`config.mk`:
```
export PLATFORM = sky130hd
export DESIGN_NAME = serial_fifo_trigger_control
export DESIGN_NICKNAME = d
export VERILOG_FILES = /design/src/hdl/fifo_ctl_pkg.sv /design/src/hdl/byte_fifo.sv /design/src/hdl/serial_fifo_trigger_control.sv
export SDC_FILE = /design/constraint.sdc
export NUM_CORES = 1
export LEC_CHECK = 0
export BUFFER_PORTS_ARGS = -buffer_cell sky130_fd_sc_hd__buf_4
export CAP_MARGIN = 20
export CORE_MARGIN = 2
export CORE_UTILIZATION = 35
export DETAILED_ROUTE_END_ITERATION = 8
export PLACE_DENSITY = 0.52
export SLEW_MARGIN = 40
export SYNTH_ARGS = -nofsm -noshare
export SYNTH_HDL_FRONTEND = slang
export SYNTH_SLANG_ARGS = --single-unit
```
`constraint.sdc`:
```
create_clock -name pclk -period 3.6 [get_ports pclk]
set_clock_uncertainty 0.05 [all_clocks]
set_input_delay 0.18 -clock pclk [delete_from_list [all_inputs] [get_ports pclk]]
set_output_delay 0.18 -clock pclk [all_outputs]
set_load 0.1 [all_outputs]
```
`src/hdl/fifo_ctl_pkg.sv`:
```
/*
 * Constants for the serial port FIFO control block: register offsets, field
 * positions, reset values and control write masks.
 * Assumes a 32-bit APB slave with one aligned word per register.
 */
`default_nettype none

package fifo_ctl_pkg;

    // Register byte addresses.
    localparam logic [7:0] OFS_FIFO_CONTROL = 8'h00;
    localparam logic [7:0] OFS_FIFO_FILL_COUNT = 8'h04;
    localparam logic [7:0] OFS_IRQ_STATUS = 8'h08;
    localparam logic [7:0] OFS_IRQ_MASK = 8'h0C;
    localparam logic [7:0] OFS_DATA = 8'h10;

    // Control register fields.
    localparam int BIT_LOOP = 0;
    localparam int BIT_RX_FLUSH = 1;
    localparam int BIT_TX_FLUSH = 2;
    localparam int BIT_MCE = 3;
    localparam int POS_TX_TRIG = 4;
    localparam int POS_RX_TRIG = 6;
    localparam int POS_RTS_TRIG = 8;
    localparam logic [15:0] CTRL_RESET = 16'h0000;
    localparam logic [15:0] CTRL_MASK_LATER = 16'h07FF;
    localparam logic [15:0] CTRL_MASK_EARLY = 16'h00FF;

    // Fill count layout.
    localparam int POS_TX_COUNT = 8;
    localparam int FIFO_DEPTH = 16;
    localparam int CNT_W = 5;
    localparam int PTR_W = 4;

    // Interrupt status bits.
    localparam int IRQ_RX_FULL = 0;
    localparam int IRQ_TX_EMPTY = 1;
    localparam logic [1:0] IRQ_RESET = 2'h0;

    // Data register: bit 8 reads receive-empty.
    localparam int BIT_RX_EMPTY = 8;

endpackage : fifo_ctl_pkg

`default_nettype wire

```
`src/hdl/byte_fifo.sv`:
```
/*
 * Sixteen-entry byte FIFO with a level flush and an exact fill count.
 * Assumes push and pop come from logic on the same clock.
 */
`default_nettype none

module byte_fifo
    import fifo_ctl_pkg::*;
(
    input wire logic pclk,
    input wire logic presetn,
    input wire logic flush,
    input wire logic push,
    input wire logic [7:0] wdata,
    input wire logic pop,
    output logic [7:0] rdata,
    output logic [CNT_W-1:0] count
);

    logic [7:0] mem [FIFO_DEPTH];
    logic [PTR_W-1:0] wptr_r;
    logic [PTR_W-1:0] rptr_r;
    logic [CNT_W-1:0] count_r;
    logic do_push;
    logic do_pop;

    // A push into a full FIFO or a pop from an empty one is dropped.
    assign do_push = push && (count_r != CNT_W'(FIFO_DEPTH)) && !flush;
    assign do_pop = pop && (count_r != '0) && !flush;
    assign rdata = mem[rptr_r];
    assign count = count_r;

    // Storage needs no reset; only the pointers define content.
    always_ff @(posedge pclk)
    begin
        if (do_push)
            mem[wptr_r] <= wdata;
    end

    // Pointers and count, held empty while the flush level stands.
    always_ff @(posedge pclk or negedge presetn)
    begin
        if (!presetn)
        begin
            wptr_r <= '0;
            rptr_r <= '0;
            count_r <= '0;
        end
        else if (flush)
        begin
            wptr_r <= '0;
            rptr_r <= '0;
            count_r <= '0;
        end
        else
        begin
            if (do_push)
                wptr_r <= wptr_r + 1'b1;
            if (do_pop)
                rptr_r <= rptr_r + 1'b1;
            if (do_push && !do_pop)
                count_r <= count_r + 1'b1;
            else if (do_pop && !do_push)
                count_r <= count_r - 1'b1;
        end
    end

endmodule // byte_fifo

`default_nettype wire

```
`src/hdl/serial_fifo_trigger_control.sv`:
```
/*
 * FIFO control, trigger flags, modem handshake and loopback routing of a
 * serial port with sixteen-entry transmit and receive FIFOs, on APB.
 * Assumes an external serializer that pops tx bytes and pushes rx bytes
 * on pclk; serial pins and clear-to-send arrive asynchronously.
 */
`default_nettype none

// Notes on behaviour
// - Control register resets to zero.
// - Control bits 15 to 11 read zero.
// - RTS high when rx count exceeds trigger.
// - Rx full flag when count reaches trigger.
// - Tx empty flag at or below trigger.
// - Earlier variant uses tx triggers 7,3,1,0.
// - Modem enable makes CTS and RTS functional.
// - Modem disabled: CTS asserted, RTS held low.
// - Tx flush bit empties transmit FIFO.
// - Rx flush bit empties receive FIFO.
// - Reset also empties both FIFOs.
// - Loopback routes tx to rx, RTS to CTS.
// - Fill counts at bits 12:8 and 4:0.
// - Counts read 0x00 empty, 0x10 full.
// - Control register accessible at any time.
module serial_fifo_trigger_control
    import fifo_ctl_pkg::*;
#(
    parameter bit EARLY_VARIANT = 1'b0
)
(
    input wire logic pclk,
    input wire logic presetn,
    input wire logic psel,
    input wire logic penable,
    input wire logic pwrite,
    input wire logic [7:0] paddr,
    input wire logic [31:0] pwdata,
    output logic [31:0] prdata,
    output logic pready,
    output logic pslverr,
    input wire logic tx_pop,
    output logic [7:0] tx_byte,
    output logic tx_byte_valid,
    input wire logic rx_push,
    input wire logic [7:0] rx_byte,
    input wire logic serial_line_tx,
    input wire logic serial_in_pin,
    input wire logic clear_to_send_line,
    output logic serial_out_pin,
    output logic request_to_send_line,
    output logic serial_in_to_core,
    output logic cts_active,
    output logic rx_full_flag,
    output logic tx_empty_flag,
    output logic irq
);

    ////////////////////////////////////////////////////////////////////////
    // Trigger decoding.

    // Rx full threshold from the two-bit code.
    function automatic logic [CNT_W-1:0] rx_trigger(input logic [1:0] code);
        case (code)
            2'h0: rx_trigger = 5'h01;
            2'h1: rx_trigger = 5'h04;
            2'h2: rx_trigger = 5'h08;
            default: rx_trigger = 5'h0E;
        endcase
    endfunction

    // Tx empty threshold; the earlier variant keeps one byte less.
    function automatic logic [CNT_W-1:0] tx_trigger(input logic [1:0] code, input logic early);
        case (code)
            2'h0: tx_trigger = early ? 5'h07 : 5'h08;
            2'h1: tx_trigger = early ? 5'h03 : 5'h04;
            2'h2: tx_trigger = early ? 5'h01 : 5'h02;
            default: tx_trigger = early ? 5'h00 : 5'h01;
        endcase
    endfunction

    // RTS threshold from the three-bit code; code zero means fifteen.
    function automatic logic [CNT_W-1:0] rts_trigger(input logic [2:0] code);
        case (code)
            3'h0: rts_trigger = 5'h0F;
            3'h1: rts_trigger = 5'h01;
            3'h2: rts_trigger = 5'h04;
            3'h3: rts_trigger = 5'h06;
            3'h4: rts_trigger = 5'h08;
            3'h5: rts_trigger = 5'h0A;
            3'h6: rts_trigger = 5'h0C;
            default: rts_trigger = 5'h0E;
        endcase
    endfunction

    ////////////////////////////////////////////////////////////////////////
    // Registers and APB decode.

    logic [15:0] fifo_control_r;
    logic [1:0] irq_status_r;
    logic [1:0] irq_mask_r;
    logic [15:0] ctrl_mask;
    logic wr_en;
    logic rd_en;
    logic tx_flush;
    logic rx_flush;
    logic modem_control_enable;
    logic loop_en;
    logic [CNT_W-1:0] tx_count;
    logic [CNT_W-1:0] rx_count;
    logic [7:0] rx_head;
    logic [7:0] tx_head;
    logic rx_read_pop;
    logic tx_write_push;
    logic rx_full_now;
    logic tx_empty_now;
    logic rx_full_d;
    logic tx_empty_d;
    logic [1:0] irq_events;

    assign ctrl_mask = EARLY_VARIANT ? CTRL_MASK_EARLY : CTRL_MASK_LATER;
    assign wr_en = psel && penable && pwrite;
    assign rd_en = psel && penable && !pwrite;
    assign tx_flush = fifo_control_r[BIT_TX_FLUSH];
    assign rx_flush = fifo_control_r[BIT_RX_FLUSH];
    assign modem_control_enable = fifo_control_r[BIT_MCE];
    assign loop_en = fifo_control_r[BIT_LOOP];
    assign rx_read_pop = rd_en && (paddr == OFS_DATA);
    assign tx_write_push = wr_en && (paddr == OFS_DATA);

    // Control register; writable in every state, no activity interlock.
    always_ff @(posedge pclk or negedge presetn)
    begin
        if (!presetn)
            fifo_control_r <= CTRL_RESET;
        else if (wr_en && paddr == OFS_FIFO_CONTROL)
            fifo_control_r <= pwdata[15:0] & ctrl_mask;
    end

    // Interrupt mask.
    always_ff @(posedge pclk or negedge presetn)
    begin
        if (!presetn)
            irq_mask_r <= IRQ_RESET;
        else if (wr_en && paddr == OFS_IRQ_MASK)
            irq_mask_r <= pwdata[1:0];
    end

    // Every access completes in one access cycle, so pready is held high.
    always_ff @(posedge pclk or negedge presetn)
    begin
        if (!presetn)
        begin
            pready <= 1'b0;
            pslverr <= 1'b0;
        end
        else
        begin
            pready <= 1'b1;
            pslverr <= 1'b0;
        end
    end

    // Read data is registered during setup so it is valid in access phase.
    always_ff @(posedge pclk or negedge presetn)
    begin
        if (!presetn)
            prdata <= '0;
        else if (psel && !penable && !pwrite)
        begin
            case (paddr)
                OFS_FIFO_CONTROL: prdata <= {16'h0000, fifo_control_r};
                OFS_FIFO_FILL_COUNT: prdata <= {19'h00000, tx_count, 3'h0, rx_count};
                OFS_IRQ_STATUS: prdata <= {30'h00000000, irq_status_r};
                OFS_IRQ_MASK: prdata <= {30'h00000000, irq_mask_r};
                OFS_DATA: prdata <= {23'h000000, rx_count == '0, rx_head};
                default: prdata <= '0;
            endcase
        end
    end

    ////////////////////////////////////////////////////////////////////////
    // FIFOs.

    // Reset and the flush levels both clear the FIFOs.
    byte_fifo u_tx_fifo (
        .pclk(pclk),
        .presetn(presetn),
        .flush(tx_flush),
        .push(tx_write_push),
        .wdata(pwdata[7:0]),
        .pop(tx_pop),
        .rdata(tx_head),
        .count(tx_count)
    );

    byte_fifo u_rx_fifo (
        .pclk(pclk),
        .presetn(presetn),
        .flush(rx_flush),
        .push(rx_push),
        .wdata(rx_byte),
        .pop(rx_read_pop),
        .rdata(rx_head),
        .count(rx_count)
    );

    ////////////////////////////////////////////////////////////////////////
    // Flags and interrupt.

    assign rx_full_now = rx_count >= rx_trigger(fifo_control_r[POS_RX_TRIG +: 2]);
    assign tx_empty_now = tx_count <= tx_trigger(fifo_control_r[POS_TX_TRIG +: 2], EARLY_VARIANT);

    // Flag outputs and edge history, registered.
    always_ff @(posedge pclk or negedge presetn)
    begin
        if (!presetn)
        begin
            rx_full_flag <= 1'b0;
            tx_empty_flag <= 1'b0;
            rx_full_d <= 1'b0;
            tx_empty_d <= 1'b0;
            tx_byte <= '0;
            tx_byte_valid <= 1'b0;
        end
        else
        begin
            rx_full_flag <= rx_full_now;
            tx_empty_flag <= tx_empty_now;
            rx_full_d <= rx_full_flag;
            tx_empty_d <= tx_empty_flag;
            tx_byte <= tx_head;
            tx_byte_valid <= (tx_count != '0) && !tx_flush;
        end
    end

    // Rising edges of the flags are the interrupt events.
    assign irq_events = {tx_empty_flag && !tx_empty_d, rx_full_flag && !rx_full_d};

    // Sticky status; a read clears only the bits it reported, so an event that lands
    // between setup and access is kept, and a new event in the clearing cycle wins.
    always_ff @(posedge pclk or negedge presetn)
    begin
        if (!presetn)
            irq_status_r <= IRQ_RESET;
        else if (rd_en && paddr == OFS_IRQ_STATUS)
            irq_status_r <= (irq_status_r & ~prdata[1:0]) | irq_events;
        else
            irq_status_r <= irq_status_r | irq_events;
    end

    always_ff @(posedge pclk or negedge presetn)
    begin
        if (!presetn)
            irq <= 1'b0;
        else
            irq <= |(irq_status_r & irq_mask_r);
    end

    ////////////////////////////////////////////////////////////////////////
    // Pins, handshake and loopback.

    logic rxd_s1;
    logic rxd_s2;
    logic cts_s1;
    logic cts_s2;
    logic rts_level;

    // Two-stage synchronisers for the asynchronous pin inputs.
    always_ff @(posedge pclk or negedge presetn)
    begin
        if (!presetn)
        begin
            rxd_s1 <= 1'b1;
            rxd_s2 <= 1'b1;
            cts_s1 <= 1'b0;
            cts_s2 <= 1'b0;
        end
        else
        begin
            rxd_s1 <= serial_in_pin;
            rxd_s2 <= rxd_s1;
            cts_s1 <= clear_to_send_line;
            cts_s2 <= cts_s1;
        end
    end

    // RTS rises when received data exceed the trigger, only under modem control.
    assign rts_level = modem_control_enable && (rx_count > rts_trigger(EARLY_VARIANT ? 3'h0 :
                       fifo_control_r[POS_RTS_TRIG +: 3]));

    // Loopback keeps the line idle high so the far end sees no traffic.
    always_ff @(posedge pclk or negedge presetn)
    begin
        if (!presetn)
        begin
            serial_out_pin <= 1'b1;
            request_to_send_line <= 1'b0;
            serial_in_to_core <= 1'b1;
            cts_active <= 1'b1;
        end
        else
        begin
            serial_out_pin <= loop_en ? 1'b1 : serial_line_tx;
            request_to_send_line <= loop_en ? 1'b0 : rts_level;
            serial_in_to_core <= loop_en ? serial_line_tx : rxd_s2;
            // CTS is active low; without modem control it is forced active.
            cts_active <= !modem_control_enable ? 1'b1 : (loop_en ? !rts_level : !cts_s2);
        end
    end
endmodule // serial_fifo_trigger_control

`default_nettype wire

```
==> metrics list, run 1 <==
* Run status: completed
- The congestion estimate from routability-driven global placement came to 0.734.
- Effective utilization at floorplan: between 30% and 40%
- After synthesis the cells add up to 13900 um2.
- Initial drt markers: just under 500
* Number of cell instances on the worst register-to-register path: 9
* Count of nets after finishing: 1030
- For the worst setup path, the data required time is 3.98 ns.
- Final WS setup: 0.312 ns
- Averaged over all synthesized cells, the footprint is roughly 18 um2.
- The first global-routing pass estimated 47.6 mm of wire.
* Via density: approximately 4.9
- Pre-CTS setup slack: 0.321 ns
- Part of the cycle the worst path needs: 91.3%
* Worst slew slack as a fraction of its limit: 50.4%
- In this run the number of H-tree levels came out at 2.
- Distinct cell type count after synthesis: 53
- Clock-pin slew was measured on the worst setup and hold paths at roughly 0.06 ns.
- For this design the top-level I/O count stands at 108.
- Hold Violations, Final: 0
- Count of flip-flops with a built-in enable after synthesis: 256
- Crit Path Max Fanout: 7
- Clock period minus worst slack: 3.29 ns
- Ys flop type: edfxtp_1
- Critical path data arrival time: roughly 3.7 ns
* Hold WC Path Type: primary input to flip-flop
* Synth Warn #: 0
- Clock insertion delay at the later pin of the skew report: 0.54 ns
- Total leakage power: a little over 6 nW
* Sequential area share after synthesis: a little over two thirds
* Pins Over Slew Limit: 0
* Async set-reset flop share out of synthesis: 23.1%
- Count of max-cap constraint violations: 0
- TritonCTS built the clock tree.
- For this run, the total global-route usage over all layers was measured as roughly 16%.
- CTS saw 333 sinks.
* Signed area change from the synthesized netlist to the final layout: 20.5%
- Die W: 203 um
* Number of flip-flops and latches in the synthesized netlist: 333
- The number of antenna violations at the first check in global routing is 0.
* Post CTS Setup Buffer Count: 0
- Via count of the first global-routing pass: 7485
* Global-route congestion overflow total: 0
- Dividing the detail-routed wire length by the instance count gives between 20 and 25 um.
- The first detailed-routing pass ran for 5 iterations.
- The number of antenna diodes in the final layout is 0.
* Type of destination of the critical path: flip-flop
* Worst Setup EP: u_tx_fifo.count[4]
- In this run the power density over the cells is 656 nW/um2.
- Buffer levels on the longest clock path: 3
- Number of design rule violations left after detail routing: 0
- Startpoint Class: flip-flop
* Startpoint of the lowest-slack register-to-register path: u_tx_fifo.count[0]
- Setup violations remaining at the end of the flow were counted as 0.
- The worst register-to-register path ends at u_tx_fifo.count[4].
- Unrepaired setup endpoints after global routing: no
- Static timing analysis puts the maximum clock frequency at 304 MHz.
- Leaving out fill and tap cells, the most frequent cell in the layout is edfxtp_1.
- In the final layout, the share of cells above drive strength 1 is 28.2%.
- Summed over all failing endpoints, the final setup total negative slack is 0 ns.
- The detail route stage leaves a number of antenna-violating nets equal to 0.
- VDD sags by at most ~0.00052 V.
- The worst setup path is of the flip-flop to flip-flop kind.
* Crit path launch: u_tx_fifo.count[0]
- Minimum setup slack among reg-to-reg paths: 0.31 ns
* Cell Rows: between 70 and 80
- Entering global routing, the biggest net connects 62 pins.
* Number of fillers in the final layout: 3445
- The completed layout was analyzed and its total power is 10.9 mW.
* Via count: 7297
- Worst hold slack: 0.0288 ns
- Buffers placed on the I/O ports in this run total 66.
- Die ar.: 41200 um2
- Core Box Area: 38800 um2
* Die height: 203 um
- For the pin with the worst max-slew slack, the measured transition is 0.745 ns.
- Cell count after synthesis: 790
- In this run the clock root is driven by a clkbuf_16.
* HPWL reported at the end of detailed placement: 20.2 mm
* Detailed-route wire length: 31.3 mm
- Most frequent cells in the layout: edfxtp_1 (256), buf_4 (117), mux4_2 (74), dfrtp_1 (70), nor2_1 (67)
- Inserted Clock Buffers: 38
==> per-layer routing <==
layer	global-route usage (%)	vias up	part of all wire [%]
met3	2.60	44	4.2
met5	0	-	0
met4	4.95	0	2.0
li1	-	3352	-
met2	25.4	157	49
met1	21.7	3744	45
==> worst max-delay path: stages (launching register included) <==
cell and delay, ns:
dfrtp_1 0.46, or4_1 0.60, o21a_1 0.28, or3_1 0.42, fa_1 0.43, a21o_1 0.17
a21oi_1 0.20, nor3b_1 0.08, a21oi_1 0.13, mux2_2 0.34
==> stage by stage <==
stage / utilization, % / cell area (um2) / instances
floorplan: - / 13900 / 809
global placement: 39.2 / 15200 / 1394
detailed placement: 39.2 / 15200 / 1394
CTS: 43.0 / 16700 / 1490
global route: 43.0 / 16700 / 1490
finish: 43.0 / 16700 / 1490
==> power breakdown <==
group	leakage [nW]	switching, mW	internal (mW)
clock network	0.580	1.51	2.20
logic	2.19	1.48	1.02
registers	3.26	0.254	4.48
==> cells by family after synthesis <==
group | synth area share (%)
XOR/XNOR | 1.26
AND/OR/NAND/NOR | 6.09
AO/OA/AOI/OAI | 3.93
multiplexers | 14.1
adder cells (fa/ha/maj) | 2.82
buffers and inverters | 2.36
flip-flops | 69.4
other | 0.0542
==> Yosys cell counts, types with 7 or more instances <==
cell      count  area [um2]
edfxtp_1    256        7690
mux4_2       74        1670
dfrtp_1      72        1800
nor2_1       67         251
ha_1         28         350
nand2_1      27         101
buf_4        21         158
clkbuf_1     20        75.1
and2_1       14        87.6
o21ai_0      14        70.1
mux2_2       13         146
a21oi_1      11        55.1
inv_1        11        41.3
buf_1        10        37.5
mux2i_1      10         100
xnor2_1      10        87.6
a22o_1        9        78.8
xor2_1        8        70.1
and3_1        7        43.8
nor2b_1       7        43.8
==> worst min path at each step <==
stage	cells past startpoint	end	slack, ns	startpoint
3_5_place_dp	1	tx_byte[4]	0.16	presetn
6_report	2	prdata[11]	0.03	paddr[2]
4_1_cts	2	prdata[11]	0.0003	paddr[2]
3_3_place_gp	1	rxd_s1	0.24	serial_in_pin
2_1_floorplan	0	cts_s1	-0.17	presetn
5_1_grt	2	prdata[12]	0.02	paddr[2]
==> sequential cells by signal, summed over array words and instances (netlist names), 2 cells and up <==
register	cells
u_rx_fifo.mem	128
u_tx_fifo.mem	128
prdata	13
fifo_control_r	11
tx_byte	8
u_rx_fifo.count	5
u_tx_fifo.count	5
u_rx_fifo.rptr_r	4
u_rx_fifo.wptr_r	4
u_tx_fifo.rptr_r	4
u_tx_fifo.wptr_r	4
irq_mask_r	2
irq_status_r	2
==> final cells by class <==
class	instances	area (um2)	share of cell area, %
repair buffers	147	1210	7.25
well taps	518	648	3.88
multi-input cells	411	3980	23.8
clock inverters	16	171	1.03
inverters	11	41.3	0.247
clock buffers	54	1020	6.12
flip-flops and latches	333	9620	57.6
==> timing repair <==
action / 4_1_cts / 5_1_grt
hold buffers: 26 / 0
endpoints found under the hold margin: 331 / 0
gates resized for setup: 0 / 0
Note: power is estimated with default switching activity, not from simulation.
==> inputs of run 2 (changes only) <==
--- a/config.mk
+++ b/config.mk
@@ -10,6 +10,7 @@
 export CORE_MARGIN = 2
 export CORE_UTILIZATION = 35
 export DETAILED_ROUTE_END_ITERATION = 8
+export MAX_ROUTING_LAYER = met4
 export PLACE_DENSITY = 0.52
 export SLEW_MARGIN = 40
 export SYNTH_ARGS = -nofsm -noshare
==> run 2 against run 1 <==
Against the previous run: count of clock-buffer cells in the layout unchanged; non-clock buffer count unchanged; utilization unchanged; largest power group unchanged; highest routed layer unchanged.
==> metrics list, run 2 (synthesis results as in run 1) <==
- RD Place Congestion: 0.743 (was 0.734)
- The hold violation count in the final report came to 0 (unchanged).
* Unrepaired setup endpoints after global routing: no (unchanged)
- The number of nets with antenna violations after routing came to 0 (unchanged).
- Antenna violations before repair: 0 (unchanged)
* Largest net degree at the start of global routing: 62 (unchanged)
- The starting density of the core was 35.7% (unchanged).
- The number of core rows is 72 (unchanged).
* Worst slew slack as a fraction of its limit: 49.3% (was 50.4%)
- Via count: 7288 (was 7297)
* Detailed-route wire length: 31.3 mm (about the same)
- The number of pins exceeding their max-slew limit in the final report was 0 (unchanged).
* Final core area utilization: 43.0% (unchanged)
- The slowest stage cell on the critical path is or4_1 (unchanged).
- Startpoint of the lowest-slack register-to-register path: u_tx_fifo.count[0] (unchanged)
* Total area of multi-input combinational cells: 3980 um2 (unchanged)
- Fraction of final layout cells sized beyond drive strength 1: 28.2% (unchanged)
* Slowest Stage Delay on Critical Path: 0.61 ns (was 0.60 ns)
- The number of violations of the max-capacitance limit came to 0 (unchanged).
* Die ar.: 41200 um2 (unchanged)
- Clock period minus worst slack: 3.30 ns (was 3.29 ns)
- The dominant delay contributor by cell family on the critical path is simple AND/OR/NAND/NOR gates (unchanged).
- The half-perimeter wire length of the detailed placement result was 20.2 mm (unchanged).
- Cell chain of the critical path: or4_1 > o21a_1 > or3_1 > fa_1 > a21o_1 > a21oi_1 > nor3b_1 > a21oi_1 > mux2_2 (unchanged).
* Inserted Clock Buffers: 38 (unchanged)
- The number of buffer and inverter instances along the worst setup path came to 0 (unchanged).
* Post CTS Setup Buffer Count: 0 (unchanged)
- Pre-CTS setup slack: 0.321 ns (unchanged)
- Via density: 4.89 (was 4.90)
* Quantity of I/O buffers inserted on ports: 66 (unchanged)
* Terminating pin of the worst hold path: prdata[11] (unchanged)
- Part of the cycle the worst path needs: 91.6% (was 91.3%)
- Die W: 203 um (unchanged)
- The number of placed cells counting well taps is 1394 (unchanged).
* Cell chosen for the clock root: clkbuf_16 (unchanged)
* Minimum setup slack among reg-to-reg paths: 0.30 ns (was 0.31 ns)
- The worst setup margin came to 0.304 ns (was 0.312 ns).
* Global-route usage over all layers: 16.1% (was 15.7%)
- The sequential standard cell area came to 9620 um2 (unchanged).
- The cell seen most often among critical-path stages was a21oi_1 (unchanged).
- The worst min-delay path category was primary input to flip-flop (unchanged).
- Core Box Area: 38800 um2 (unchanged)
* Final design area excluding fillers: 16700 um2 (unchanged)
* Capture point of the worst reg-to-reg path: u_tx_fifo.count[4] (unchanged)
- The routed length per instance was 21.0 um (about the same).
- The most common cell after layout, fill and taps aside is edfxtp_1 (unchanged).
- The total iterations of the first detailed-routing run came to 5 (unchanged).
- CTS tree: yes (unchanged)
- The hold path startpoint was paddr[2] (unchanged).
* Total power of the final layout: 11.0 mW (was 10.9 mW)
- Clock Sinks: 333 (unchanged)
* Initial drt markers: 492 (was 482)
* Crit Path Max Fanout: 7 (unchanged)
* Number of design rule violations left after detail routing: 0 (unchanged)
- Setup Crit Path Kind: flip-flop to flip-flop (unchanged)
- Global-route congestion overflow total: 0 (unchanged)
- The hold-critical path depth was 2 (unchanged).
- The worst hold margin came to 0.0233 ns (was 0.0288 ns).
- The number of ports placed on the die boundary came to 108 (unchanged).
* Clock insertion delay at the later pin of the skew report: 0.55 ns (was 0.54 ns)
- Most frequent cells in the layout: edfxtp_1 (256), buf_4 (117), mux4_2 (74), dfrtp_1 (70), nor2_1 (67) (unchanged).
- Setup violators final: 0 (unchanged)
* Die height: 203 um (unchanged)
- The type of element capturing the critical path is a flip-flop (unchanged).
- The highest clock frequency the design can meet is 303 MHz (was 304 MHz).
- Post-DP Area: 15200 um2 (unchanged)
* Peak supply drop: 0.000519 V (was 0.000521 V)
- The diode insertion count for antenna repair came to 0 (unchanged).
- The CTS H-tree depth is 2 (unchanged).
- Number of fillers in the final layout: 3445 (unchanged)
- The aggregate negative setup slack is 0 ns (unchanged).
- The worst reg-to-reg path cell count was 9 (unchanged).
- The worst-case clock buffer depth is 3 (unchanged).
- The global-route wire length before repair is 47.6 mm (about the same).
- Required time of the critical path: 3.98 ns (about the same)
- The net count of the finished layout was 1030 (unchanged).
- Startpoint Class: flip-flop (unchanged)
* Biggest regs: u_rx_fifo.mem x128, u_tx_fifo.mem x128, prdata x13 (unchanged)
- Run status: completed (unchanged)
- The slew at the pin closest to its max-slew limit came to 0.761 ns (was 0.745 ns).
- Total leakage power: 6.04 nW (unchanged)
- Signed area change from the synthesized netlist to the final layout: 20.5% (unchanged)
- Total power per unit cell area: 656 nW/um2 (about the same)
- Clock transition at the register clock pins on the worst setup and hold paths after CTS: 0.06 ns (about the same)
- The final cell count without fillers was 1490 (unchanged).
* Via count of the first global-routing pass: 7511 (was 7485)
- Critical path data arrival time: 3.68 ns (was 3.67 ns)
[run 2: cell type report]
class,count,area share [%]
Clock inverter,16,1.03
Clock buffer,54,6.12
Tap cell,518,3.88
Inverter,11,0.247
Sequential cell,333,57.6
Multi-Input combinational cell,411,23.8
Timing Repair Buffer,147,7.25
[run 2: worst max-delay path by stage]
stage | cells after the start | slack, ns | from | to
detailed placement | 9 | 0.32 | u_tx_fifo.count[0] | u_tx_fifo.count[4]
finish | 9 | 0.30 | u_tx_fifo.count[0] | u_tx_fifo.count[4]
floorplan | 9 | 0.33 | u_rx_fifo.count[1] | u_rx_fifo.count[4]
CTS | 9 | 0.31 | u_tx_fifo.count[0] | u_tx_fifo.count[4]
global placement | 9 | 0.33 | u_tx_fifo.count[0] | u_tx_fifo.count[4]
global route | 10 | 0.03 | u_rx_fifo.count[1] | u_rx_fifo.count[4]
[run 2: routing by layer]
metal / track usage (%) / wire length [um] / part of all wire [%]
met2: 25.3 / 15200 / 49
met3: 2.57 / 1150 / 3.7
met5: - / 0 / 0
met1: 21.7 / 14200 / 46
met4: 4.95 / 650 / 2.1
[run 2: worst reg2reg max path, stage by stage (launching register included)]
cell and delay [ns]:
dfrtp_1 0.46, or4_1 0.61, o21a_1 0.28, or3_1 0.42
fa_1 0.43, a21o_1 0.17, a21oi_1 0.20, nor3b_1 0.08
a21oi_1 0.14, mux2_2 0.34
[run 2: power breakdown]
part | internal, mW | leakage (nW) | switching, mW
clock | 2.20 | 0.580 | 1.51
combinational | 1.02 | 2.19 | 1.48
sequential | 4.48 | 3.26 | 0.255
[run 2: timing repair]
item | in CTS | in global routing
resized for setup | 0 | 0
hold buffers | 26 | 0
hold endpoints to repair | 331 | 0
